--- src/common/pio_pkg.sv ---
// Constants, register map and rule summary of the parallel I/O position command block.
// Operation
// - Pattern 0: binary select of 64 positions, zone and position zone outputs.
// - Pattern 1: binary select of 64 positions, input stores present position into table.
// - Pattern 2: binary select of 256 positions with one position zone output.
// - Pattern 3: binary select of 512 positions, no zone output at all.
// - Pattern 4: seven individual position inputs, zone and position zone outputs.
// - Pattern 5: three individual inputs, completion shown as limit-switch style outputs.
// - General zone output only after homing, bounds from one of two pairs.
// - Position zone valid only for the commanded position, off once another selected.
// - A setting makes the position zone output behave as the general zone.
// - Mode 2 pattern 1 runs input-commanded jog at configurable speed, default 100.
// - Jog speed never exceeds 250 mm/s whatever is configured.
// - Start treatment applies only in mode 1 pattern 1 and mode 2 patterns 4, 5.
// - Level treatment: move while start held; release decelerates and ends operation.
// - Edge treatment: a rising start transition begins the move.
// - Edge treatment: move continues to target even if start drops.
// - Pattern select accepts only 0 to 5 and defaults to 0.
`default_nettype none

package pio_pkg;

	localparam int unsigned ADDR_W = 4;
	localparam int unsigned DATA_W = 16;
	localparam int unsigned POS_W  = 16;
	localparam int unsigned SEL_W  = 9;
	localparam int unsigned ST_W   = 7;

	// Register indices on the plain register port.
	localparam logic [ADDR_W-1:0] REG_CFG    = 4'h0;
	localparam logic [ADDR_W-1:0] REG_JOG    = 4'h1;
	localparam logic [ADDR_W-1:0] REG_JOG2   = 4'h2;
	localparam logic [ADDR_W-1:0] REG_Z1_LO  = 4'h3;
	localparam logic [ADDR_W-1:0] REG_Z1_HI  = 4'h4;
	localparam logic [ADDR_W-1:0] REG_Z2_LO  = 4'h5;
	localparam logic [ADDR_W-1:0] REG_Z2_HI  = 4'h6;
	localparam logic [ADDR_W-1:0] REG_STATUS = 4'h7;

	// Configuration register fields.
	localparam int unsigned CFG_PAT_LSB  = 0;
	localparam int unsigned CFG_PAT_W    = 3;
	localparam int unsigned CFG_MODE2    = 3;
	localparam int unsigned CFG_EDGE     = 4;
	localparam int unsigned CFG_ZSEL     = 5;
	localparam int unsigned CFG_PZ_AS_Z  = 6;

	localparam logic [CFG_PAT_W-1:0] PAT_STD     = 3'h0;
	localparam logic [CFG_PAT_W-1:0] PAT_TEACH   = 3'h1;
	localparam logic [CFG_PAT_W-1:0] PAT_256     = 3'h2;
	localparam logic [CFG_PAT_W-1:0] PAT_512     = 3'h3;
	localparam logic [CFG_PAT_W-1:0] PAT_SOL7    = 3'h4;
	localparam logic [CFG_PAT_W-1:0] PAT_SOL3    = 3'h5;
	localparam logic [CFG_PAT_W-1:0] PAT_MAX     = 3'h5;

	localparam logic [DATA_W-1:0] JOG_RST  = 16'h0064;
	localparam logic [DATA_W-1:0] JOG_MAX  = 16'h00FA;
	localparam logic [DATA_W-1:0] ZONE_RST = 16'h0000;

	localparam logic [SEL_W-1:0] MASK_64  = 9'h03F;
	localparam logic [SEL_W-1:0] MASK_256 = 9'h0FF;
	localparam logic [SEL_W-1:0] MASK_512 = 9'h1FF;

	localparam int unsigned N_SOL7 = 7;
	localparam int unsigned N_SOL3 = 3;

	typedef enum logic [1:0] {
		ST_IDLE,
		ST_MOVE,
		ST_STOP,
		ST_HOLD
	} pio_state_t;

endpackage : pio_pkg

`default_nettype wire

--- src/rtl/pio_cmd.sv ---
// Parallel I/O position command front end: pattern decode, start handling, zones, jog.
//
// Strobed register access and the register offsets are this design's own decisions.
`default_nettype none

module pio_cmd (
	input  wire logic                        clk_i,
	input  wire logic                        rst_i,
	input  wire logic [pio_pkg::ADDR_W-1:0]  reg_addr_i,
	input  wire logic [pio_pkg::DATA_W-1:0]  reg_wdata_i,
	input  wire logic                        reg_wr_i,
	input  wire logic                        reg_rd_i,
	output logic      [pio_pkg::DATA_W-1:0]  reg_rdata_o,
	input  wire logic [pio_pkg::ST_W-1:0]    start_position_input_i,
	input  wire logic [pio_pkg::SEL_W-1:0]   pos_sel_i,
	input  wire logic                        teach_i,
	input  wire logic                        jog_fwd_i,
	input  wire logic                        jog_rev_i,
	input  wire logic                        home_done_i,
	input  wire logic                        move_done_i,
	input  wire logic [pio_pkg::POS_W-1:0]   cur_pos_i,
	input  wire logic [pio_pkg::POS_W-1:0]   pzone_lo_i,
	input  wire logic [pio_pkg::POS_W-1:0]   pzone_hi_i,
	output logic                             move_req_o,
	output logic                             stop_req_o,
	output logic      [pio_pkg::SEL_W-1:0]   target_pos_o,
	output logic                             teach_wr_o,
	output logic      [pio_pkg::SEL_W-1:0]   teach_addr_o,
	output logic      [pio_pkg::POS_W-1:0]   teach_data_o,
	output logic                             jog_fwd_o,
	output logic                             jog_rev_o,
	output logic      [pio_pkg::DATA_W-1:0]  jog_speed_o,
	output logic                             zone_o,
	output logic                             pzone_o,
	output logic      [pio_pkg::N_SOL3-1:0]  limit_switch_style_complete_o
);
	import pio_pkg::*;

	localparam int unsigned PIN_W = ST_W + SEL_W + 3;

	// Synchronised pins.
	logic [PIN_W-1:0] pin_lvl;
	logic [PIN_W-1:0] pin_rise;
	logic [ST_W-1:0]  st_lvl;
	logic [ST_W-1:0]  st_rise;
	logic [SEL_W-1:0] sel_lvl;
	logic             teach_rise;
	logic             jf_lvl;
	logic             jr_lvl;

	pio_sync_edge #(
		.W      (PIN_W)
	) u_sync (
		.clk_i  (clk_i),
		.rst_i  (rst_i),
		.d_i    ({jog_rev_i, jog_fwd_i, teach_i, pos_sel_i, start_position_input_i}),
		.lvl_o  (pin_lvl),
		.rise_o (pin_rise)
	);

	always_comb begin
		st_lvl     = pin_lvl[ST_W-1:0];
		st_rise    = pin_rise[ST_W-1:0];
		sel_lvl    = pin_lvl[ST_W +: SEL_W];
		teach_rise = pin_rise[ST_W+SEL_W];
		jf_lvl     = pin_lvl[ST_W+SEL_W+1];
		jr_lvl     = pin_lvl[ST_W+SEL_W+2];
	end

	// Register file.
	logic [CFG_PAT_W-1:0] pat_q, pat_d;
	logic                 mode2_q, mode2_d;
	logic                 edge_q, edge_d;
	logic                 zsel_q, zsel_d;
	logic                 pzz_q, pzz_d;
	logic [DATA_W-1:0]    jog_q, jog_d;
	logic [DATA_W-1:0]    jog2_q, jog2_d;
	logic [DATA_W-1:0]    z1lo_q, z1lo_d, z1hi_q, z1hi_d;
	logic [DATA_W-1:0]    z2lo_q, z2lo_d, z2hi_q, z2hi_d;
	logic [DATA_W-1:0]    rdata_q, rdata_d;
	pio_state_t           state_q, state_d;

	always_comb begin
		pat_d   = pat_q;
		mode2_d = mode2_q;
		edge_d  = edge_q;
		zsel_d  = zsel_q;
		pzz_d   = pzz_q;
		jog_d   = jog_q;
		jog2_d  = jog2_q;
		z1lo_d  = z1lo_q;
		z1hi_d  = z1hi_q;
		z2lo_d  = z2lo_q;
		z2hi_d  = z2hi_q;
		rdata_d = '0;
		if (reg_wr_i) begin
			case (reg_addr_i)
				REG_CFG: begin
					if (reg_wdata_i[CFG_PAT_LSB +: CFG_PAT_W] <= PAT_MAX) begin
						pat_d = reg_wdata_i[CFG_PAT_LSB +: CFG_PAT_W];
					end
					mode2_d = reg_wdata_i[CFG_MODE2];
					edge_d  = reg_wdata_i[CFG_EDGE];
					zsel_d  = reg_wdata_i[CFG_ZSEL];
					pzz_d   = reg_wdata_i[CFG_PZ_AS_Z];
				end
				REG_JOG:   jog_d  = reg_wdata_i;
				REG_JOG2:  jog2_d = reg_wdata_i;
				REG_Z1_LO: z1lo_d = reg_wdata_i;
				REG_Z1_HI: z1hi_d = reg_wdata_i;
				REG_Z2_LO: z2lo_d = reg_wdata_i;
				REG_Z2_HI: z2hi_d = reg_wdata_i;
				default: ;
			endcase
		end
		if (reg_rd_i) begin
			case (reg_addr_i)
				REG_CFG: begin
					rdata_d[CFG_PAT_LSB +: CFG_PAT_W] = pat_q;
					rdata_d[CFG_MODE2]   = mode2_q;
					rdata_d[CFG_EDGE]    = edge_q;
					rdata_d[CFG_ZSEL]    = zsel_q;
					rdata_d[CFG_PZ_AS_Z] = pzz_q;
				end
				REG_JOG:    rdata_d = jog_q;
				REG_JOG2:   rdata_d = jog2_q;
				REG_Z1_LO:  rdata_d = z1lo_q;
				REG_Z1_HI:  rdata_d = z1hi_q;
				REG_Z2_LO:  rdata_d = z2lo_q;
				REG_Z2_HI:  rdata_d = z2hi_q;
				REG_STATUS: rdata_d = {9'h000, limit_switch_style_complete_o,
					pzone_o, zone_o, 2'(state_q)};
				default:    rdata_d = '0;
			endcase
		end
	end

	always_ff @(posedge clk_i or posedge rst_i) begin
		if (rst_i) begin
			pat_q   <= PAT_STD;
			mode2_q <= 1'b1;
			edge_q  <= 1'b0;
			zsel_q  <= 1'b0;
			pzz_q   <= 1'b0;
			jog_q   <= JOG_RST;
			jog2_q  <= JOG_RST;
			z1lo_q  <= ZONE_RST;
			z1hi_q  <= ZONE_RST;
			z2lo_q  <= ZONE_RST;
			z2hi_q  <= ZONE_RST;
			rdata_q <= '0;
		end else begin
			pat_q   <= pat_d;
			mode2_q <= mode2_d;
			edge_q  <= edge_d;
			zsel_q  <= zsel_d;
			pzz_q   <= pzz_d;
			jog_q   <= jog_d;
			jog2_q  <= jog2_d;
			z1lo_q  <= z1lo_d;
			z1hi_q  <= z1hi_d;
			z2lo_q  <= z2lo_d;
			z2hi_q  <= z2hi_d;
			rdata_q <= rdata_d;
		end
	end

	// Pattern decode: binary width, individual inputs, start treatment.
	logic             indiv;
	logic             use_edge;
	logic [ST_W-1:0]  st_mask;
	logic [SEL_W-1:0] bin_sel;
	logic [ST_W-1:0]  go_vec;
	logic             go_any;
	logic [SEL_W-1:0] go_idx;

	always_comb begin
		indiv   = 1'b0;
		st_mask = '0;
		bin_sel = sel_lvl & MASK_64;
		if (!mode2_q && pat_q == PAT_TEACH) begin
			indiv   = 1'b1;
			st_mask = ST_W'((1 << N_SOL3) - 1);
		end else if (mode2_q) begin
			case (pat_q)
				PAT_256:  bin_sel = sel_lvl & MASK_256;
				PAT_512:  bin_sel = sel_lvl & MASK_512;
				PAT_SOL7: begin
					indiv   = 1'b1;
					st_mask = ST_W'((1 << N_SOL7) - 1);
				end
				PAT_SOL3: begin
					indiv   = 1'b1;
					st_mask = ST_W'((1 << N_SOL3) - 1);
				end
				default: ;
			endcase
		end
		// Treatment setting counts only for individual-input patterns; binary starts are edges.
		use_edge = indiv ? edge_q : 1'b1;
		if (indiv) begin
			go_vec = (use_edge ? st_rise : st_lvl) & st_mask;
		end else begin
			go_vec = {{(ST_W-1){1'b0}}, st_rise[0]};
		end
		go_any = |go_vec;
		go_idx = '0;
		for (int i = ST_W - 1; i >= 0; i--) begin
			if (go_vec[i]) begin
				go_idx = SEL_W'(i);
			end
		end
		if (!indiv) begin
			go_idx = bin_sel;
		end
	end

	// Move sequencing, teaching and completion indication.
	logic [SEL_W-1:0]  tgt_q, tgt_d;
	logic              mreq_q, mreq_d;
	logic              sreq_q, sreq_d;
	logic              twr_q, twr_d;
	logic [SEL_W-1:0]  taddr_q, taddr_d;
	logic [POS_W-1:0]  tdata_q, tdata_d;
	logic [N_SOL3-1:0] ls_q, ls_d;
	logic              held;

	always_comb begin
		state_d = state_q;
		tgt_d   = tgt_q;
		mreq_d  = 1'b0;
		sreq_d  = 1'b0;
		twr_d   = 1'b0;
		taddr_d = taddr_q;
		tdata_d = tdata_q;
		ls_d    = ls_q;
		held    = st_lvl[tgt_q[2:0]];
		case (state_q)
			ST_IDLE: begin
				if (go_any) begin
					state_d = ST_MOVE;
					tgt_d   = go_idx;
					mreq_d  = 1'b1;
					ls_d    = '0;
				end else if (mode2_q && pat_q == PAT_TEACH && teach_rise) begin
					twr_d   = 1'b1;
					taddr_d = bin_sel;
					tdata_d = cur_pos_i;
				end
			end
			ST_MOVE: begin
				if (indiv && !use_edge && !held) begin
					state_d = ST_STOP;
					sreq_d  = 1'b1;
				end else if (move_done_i) begin
					state_d = (indiv && !use_edge) ? ST_HOLD : ST_IDLE;
					if (mode2_q && pat_q == PAT_SOL3) begin
						ls_d = N_SOL3'(1 << tgt_q[1:0]);
					end
				end
			end
			ST_STOP: begin
				if (move_done_i) begin
					state_d = ST_IDLE;
				end
			end
			ST_HOLD: begin
				// A held level start must be released before it can launch again.
				if (!held) begin
					state_d = ST_IDLE;
				end
			end
			default: state_d = ST_IDLE;
		endcase
	end

	always_ff @(posedge clk_i or posedge rst_i) begin
		if (rst_i) begin
			state_q <= ST_IDLE;
			tgt_q   <= '0;
			mreq_q  <= 1'b0;
			sreq_q  <= 1'b0;
			twr_q   <= 1'b0;
			taddr_q <= '0;
			tdata_q <= '0;
			ls_q    <= '0;
		end else begin
			state_q <= state_d;
			tgt_q   <= tgt_d;
			mreq_q  <= mreq_d;
			sreq_q  <= sreq_d;
			twr_q   <= twr_d;
			taddr_q <= taddr_d;
			tdata_q <= tdata_d;
			ls_q    <= ls_d;
		end
	end

	// Zones and jog.
	logic              zone_d, pzone_d, zone_q, pzone_q;
	logic              in_zone, in_pzone, has_zone, has_pzone;
	logic              jf_d, jr_d, jf_q, jr_q;
	logic [DATA_W-1:0] jspd_d, jspd_q;

	always_comb begin
		in_zone   = zsel_q ? (cur_pos_i >= z2lo_q && cur_pos_i <= z2hi_q)
			: (cur_pos_i >= z1lo_q && cur_pos_i <= z1hi_q);
		in_pzone  = cur_pos_i >= pzone_lo_i && cur_pos_i <= pzone_hi_i;
		has_zone  = mode2_q && (pat_q == PAT_STD || pat_q == PAT_SOL7 || pat_q == PAT_SOL3);
		has_pzone = mode2_q && pat_q != PAT_512;
		zone_d    = has_zone && home_done_i && in_zone;
		if (pzz_q) begin
			pzone_d = has_pzone && home_done_i && in_zone;
		end else begin
			pzone_d = has_pzone && home_done_i && state_q != ST_IDLE
				&& tgt_q == go_idx && in_pzone;
		end
		jf_d   = mode2_q && pat_q == PAT_TEACH && jf_lvl && !jr_lvl;
		jr_d   = mode2_q && pat_q == PAT_TEACH && jr_lvl && !jf_lvl;
		jspd_d = (jog_q > JOG_MAX) ? JOG_MAX : jog_q;
	end

	always_ff @(posedge clk_i or posedge rst_i) begin
		if (rst_i) begin
			zone_q  <= 1'b0;
			pzone_q <= 1'b0;
			jf_q    <= 1'b0;
			jr_q    <= 1'b0;
			jspd_q  <= JOG_RST;
		end else begin
			zone_q  <= zone_d;
			pzone_q <= pzone_d;
			jf_q    <= jf_d;
			jr_q    <= jr_d;
			jspd_q  <= jspd_d;
		end
	end

	always_comb begin
		reg_rdata_o  = rdata_q;
		move_req_o   = mreq_q;
		stop_req_o   = sreq_q;
		target_pos_o = tgt_q;
		teach_wr_o   = twr_q;
		teach_addr_o = taddr_q;
		teach_data_o = tdata_q;
		jog_fwd_o    = jf_q;
		jog_rev_o    = jr_q;
		jog_speed_o  = jspd_q;
		zone_o       = zone_q;
		pzone_o      = pzone_q;
		limit_switch_style_complete_o = ls_q;
	end

	chk_pattern_range: assert property (@(posedge clk_i) disable iff (rst_i)
		pat_q <= PAT_MAX) else $error("pattern select outside 0 to 5");
	chk_jog_clamp: assert property (@(posedge clk_i) disable iff (rst_i)
		jog_speed_o == (($past(jog_q) > JOG_MAX) ? JOG_MAX : $past(jog_q)))
		else $error("jog speed not clamped or not following setting");
	chk_edge_launch: assert property (@(posedge clk_i) disable iff (rst_i)
		state_q == ST_IDLE && indiv && use_edge && |(st_rise & st_mask) |=> move_req_o)
		else $error("rising start in edge mode did not launch");
	chk_level_release: assert property (@(posedge clk_i) disable iff (rst_i)
		state_q == ST_MOVE && indiv && !use_edge && !held |=> stop_req_o ##1 !stop_req_o)
		else $error("level start release did not stop the move");
	chk_edge_no_stop: assert property (@(posedge clk_i) disable iff (rst_i)
		state_q == ST_MOVE && use_edge |=> !stop_req_o)
		else $error("edge move stopped before target");
	chk_zone_home: assert property (@(posedge clk_i) disable iff (rst_i)
		zone_o |-> $past(home_done_i) && $past(has_zone))
		else $error("zone output without homing done");
	chk_p512_nozone: assert property (@(posedge clk_i) disable iff (rst_i)
		(mode2_q && pat_q == PAT_512) [*2] |-> !zone_o && !pzone_o)
		else $error("zone output active in 512 point pattern");
	chk_pzone_cmd: assert property (@(posedge clk_i) disable iff (rst_i)
		!pzz_q && $past(!pzz_q) && pzone_o |-> $past(tgt_q == go_idx))
		else $error("position zone active for a non-commanded position");
	chk_ls_onehot: assert property (@(posedge clk_i) disable iff (rst_i)
		$onehot0(limit_switch_style_complete_o))
		else $error("more than one completion indication");

	cov_level_stop: cover property (@(posedge clk_i) disable iff (rst_i) stop_req_o);
	cov_teach_write: cover property (@(posedge clk_i) disable iff (rst_i) teach_wr_o);
	cov_move_zone: cover property (@(posedge clk_i) disable iff (rst_i)
		move_req_o ##[1:200] pzone_o);

endmodule : pio_cmd

`default_nettype wire

--- src/rtl/pio_sync_edge.sv ---
// Two-stage input synchroniser with registered previous sample for rise detection.
`default_nettype none

module pio_sync_edge #(
	parameter int unsigned W = 1
) (
	input  wire logic         clk_i,
	input  wire logic         rst_i,
	input  wire logic [W-1:0] d_i,
	output logic      [W-1:0] lvl_o,
	output logic      [W-1:0] rise_o
);

	logic [W-1:0] meta_q;
	logic [W-1:0] sync_q;
	logic [W-1:0] prev_q;

	always_ff @(posedge clk_i or posedge rst_i) begin
		if (rst_i) begin
			meta_q <= '0;
			sync_q <= '0;
			prev_q <= '0;
		end else begin
			meta_q <= d_i;
			sync_q <= meta_q;
			prev_q <= sync_q;
		end
	end

	always_comb begin
		lvl_o  = sync_q;
		rise_o = sync_q & ~prev_q;
	end

	chk_rise_from_samples: assert property (@(posedge clk_i) disable iff (rst_i)
		rise_o[0] |-> sync_q[0] && !$past(sync_q[0]))
		else $error("rise flagged without a low to high sample pair");

endmodule : pio_sync_edge

`default_nettype wire

--- config.mk ---
export PLATFORM = sky130hd
export DESIGN_NAME = pio_cmd
export DESIGN_NICKNAME = d
export VERILOG_FILES = /design/src/common/pio_pkg.sv /design/src/rtl/pio_cmd.sv /design/src/rtl/pio_sync_edge.sv
export SDC_FILE = /design/constraint.sdc
export NUM_CORES = 1
export LEC_CHECK = 0
export BUFFER_PORTS_ARGS = -buffer_cell sky130_fd_sc_hd__buf_2
export CAP_MARGIN = 20
export CORE_MARGIN = 10
export CORE_UTILIZATION = 55
export DETAILED_ROUTE_END_ITERATION = 10
export PLACE_DENSITY = 0.8
export SLEW_MARGIN = 25
export SYNTH_ARGS = -nofsm -noshare
export SYNTH_HDL_FRONTEND = slang
export SYNTH_HIERARCHICAL = 1
export SYNTH_SLANG_ARGS = --single-unit
export TNS_END_PERCENT = 20
--- constraint.sdc ---
create_clock -name clk_i -period 13.6 [get_ports clk_i]
set_input_delay 4.08 -clock clk_i [delete_from_list [all_inputs] [get_ports clk_i]]
set_output_delay 4.08 -clock clk_i [all_outputs]
set_load 0.03 [all_outputs]
==> results.md <==
- Power per Cell Area: 160 mW/mm2
- Die W: 165 um
- Crit. Startpoint: reg_addr_i[1]
- Synthesized area: 0.0116 mm2
- Top Ports: 169
- Largest net degree at the start of global routing: 94
- RSZ-0062 raised after global routing: no
- Clk_lat worst skew: 0.53 ns
- F_max: 172 MHz
- Worst slack at placement: 7.36 ns
- Fin. max-slew vios: 0
- Critical path class: in2reg
- Required time worst endpoint: 14.00 ns
- Core area: 0.0209 mm2
- Reg power frac: 42.2%
- Vias in the first global route: 8928
- Tcrit/Tclk final: 42.9%
- Clk root buf: clkbuf_16
- Leak: 6.69 nW
- Inst Count DP: 1433
- Worst-path clk slew: 0.06 ns
- Via count: 8733
- Worst Reg-to-Reg Cells: 7
- 1st-iter DRT viols: 823
- Clock network power share: 33.0%
- Drt via density: 5.90
- Crit Reg-Reg Startpoint: pat_q[0]
- Worst Setup EP: z2lo_q[14]
- Drt wl/cell: 21.0 um
- Fin util: 65.2%
- Critical Path AT: 6.23 ns
- CP Max Fanout: 19
- Finished Layout Cells: 1480
- CTS-repair resized insts: 0
- Status: completed
- CTS tree: yes
- NetSw: 0.711 mW
- Hold Path Depth: 0
- DR pass1 iterations: 8
- Buffers on Ports: 168
- Die area: 0.0273 mm2
- First-pass GRT wire length: 48700 um
- Final Wtd Congestion: 0.916
- Worst rel slew slack: 39.3%
- # DRC: 0
- Final wirelength: 31100 um
- Final Hold Vio Count: 0
- Crit start category: input pin
- Fin nets: 1374
- Mean post-synth cell area: 11.5 um2
- Final TNS setup: 0 ns
- Setup Skew: 0.0171 ns
- GRT Overall Usage: 22.5%
- Peak VDD IR: 0.161 mV
- Dpl hpwl: 23000 um
- Num CTS Buffers: 25
- Worst-Margin Slew: 0.910 ns
- # rows: 53
- Antenna-violating nets left: 0
- Hold WS: 0.346 ns
- Worst Setup End Kind: register
- Combinational power share: 24.8%
- Final worst slack: 7.77 ns
- Number of clock sinks: 227
- Grt ovf: 0
- Synthesized instance count: 1011
- Clk buf depth: 3
- Post-CTS Setup Inserts: 0
- Internal power: 1.47 mW
- Synth warn: 6
- Die Height: 165 um
- Switching Share: 32.7%
- FF-to-FF End: limit_switch_style_complete_o[0]
- Fraction of layout cells with a size suffix above 1: 31.9%
- R2R setup slack: 10.24 ns
- H-tree lvl count: 1
- Number of antenna violations at the first check in global routing: 2
- Initial Util: 55.6%
- Final setup fails: 0
- Cts hold-fix bufs: 0
- Worst hold path class: reg2reg
- Area delta synth->final: 17.2%
- Max-Cap Viols: 0
- Fin crit period: 5.83 ns
==> per-layer routing <==
layer | part of all wire [%] | vias up | routed length, um | GRT usage (%)
met2 | 50 | 341 | 15400 | 38.5
met4 | 3.4 | 0 | 1040 | 7.70
met5 | 0 | - | 0 | 0
li1 | - | 3981 | - | -
met3 | 6.7 | 71 | 2070 | 3.92
met1 | 40 | 4340 | 12500 | 28.3
==> placed cells by master, fill, tap and decap left out, types with 16 or more instances in the layout <==
| cell | n |
|---|---|
| a222oi_1 | 25 |
| nor2_1 | 40 |
| clkbuf_16 | 25 |
| nand3_1 | 18 |
| nor3_1 | 20 |
| mux2_2 | 112 |
| dfrtp_1 | 217 |
| a21oi_1 | 60 |
| inv_1 | 105 |
| buf_2 | 168 |
| nand2_1 | 59 |
| mux2_4 | 16 |
| o21ai_0 | 30 |
| ha_1 | 96 |
==> layout make-up <==
cell class	instances	area [um2]
fill	1629	7270
sequential	227	5690
multi-input combinational	649	5390
timing repair buffer	175	897
clock buffer	32	702
inverter	107	407
tap	275	344
clock inverter	13	186
antenna	2	5.00
==> worst max-delay path, cell delays in order <==
cell     delay, ns
buf_2         0.21
nor2_1        0.29
and3_1        0.54
nand2_1       0.62
mux2_2        0.48
==> through the flow <==
stage	total power [mW]	area (um2)
floorplan	1.27	11600
global placement	1.44	12700
detailed placement	1.46	12700
CTS	2.19	13600
global route	2.28	13600
finish	2.18	13600
==> worst min path at each step <==
stage	from	to	slack, ns
2_1_floorplan	u_sync/meta_q[0]	u_sync/lvl_o[0]	0.33
3_5_place_dp	u_sync/meta_q[10]	u_sync/lvl_o[10]	0.33
6_report	u_sync/meta_q[15]	u_sync/lvl_o[15]	0.35
3_3_place_gp	u_sync/meta_q[4]	u_sync/lvl_o[4]	0.33
5_1_grt	u_sync/meta_q[15]	u_sync/lvl_o[15]	0.36
4_1_cts	u_sync/meta_q[10]	u_sync/lvl_o[10]	0.35
==> power groups by stage <==
| stage | logic [mW] | clock network, mW | registers (mW) |
|---|---|---|---|
| 2_1_floorplan | 0.335 | 0 | 0.938 |
| 3_3_place_gp | 0.521 | 0 | 0.920 |
| 3_5_place_dp | 0.539 | 0 | 0.925 |
| 4_1_cts | 0.543 | 0.733 | 0.914 |
| 5_1_grt | 0.599 | 0.755 | 0.930 |
| 6_report | 0.540 | 0.718 | 0.918 |
Note: power is estimated with default switching activity, not from simulation.
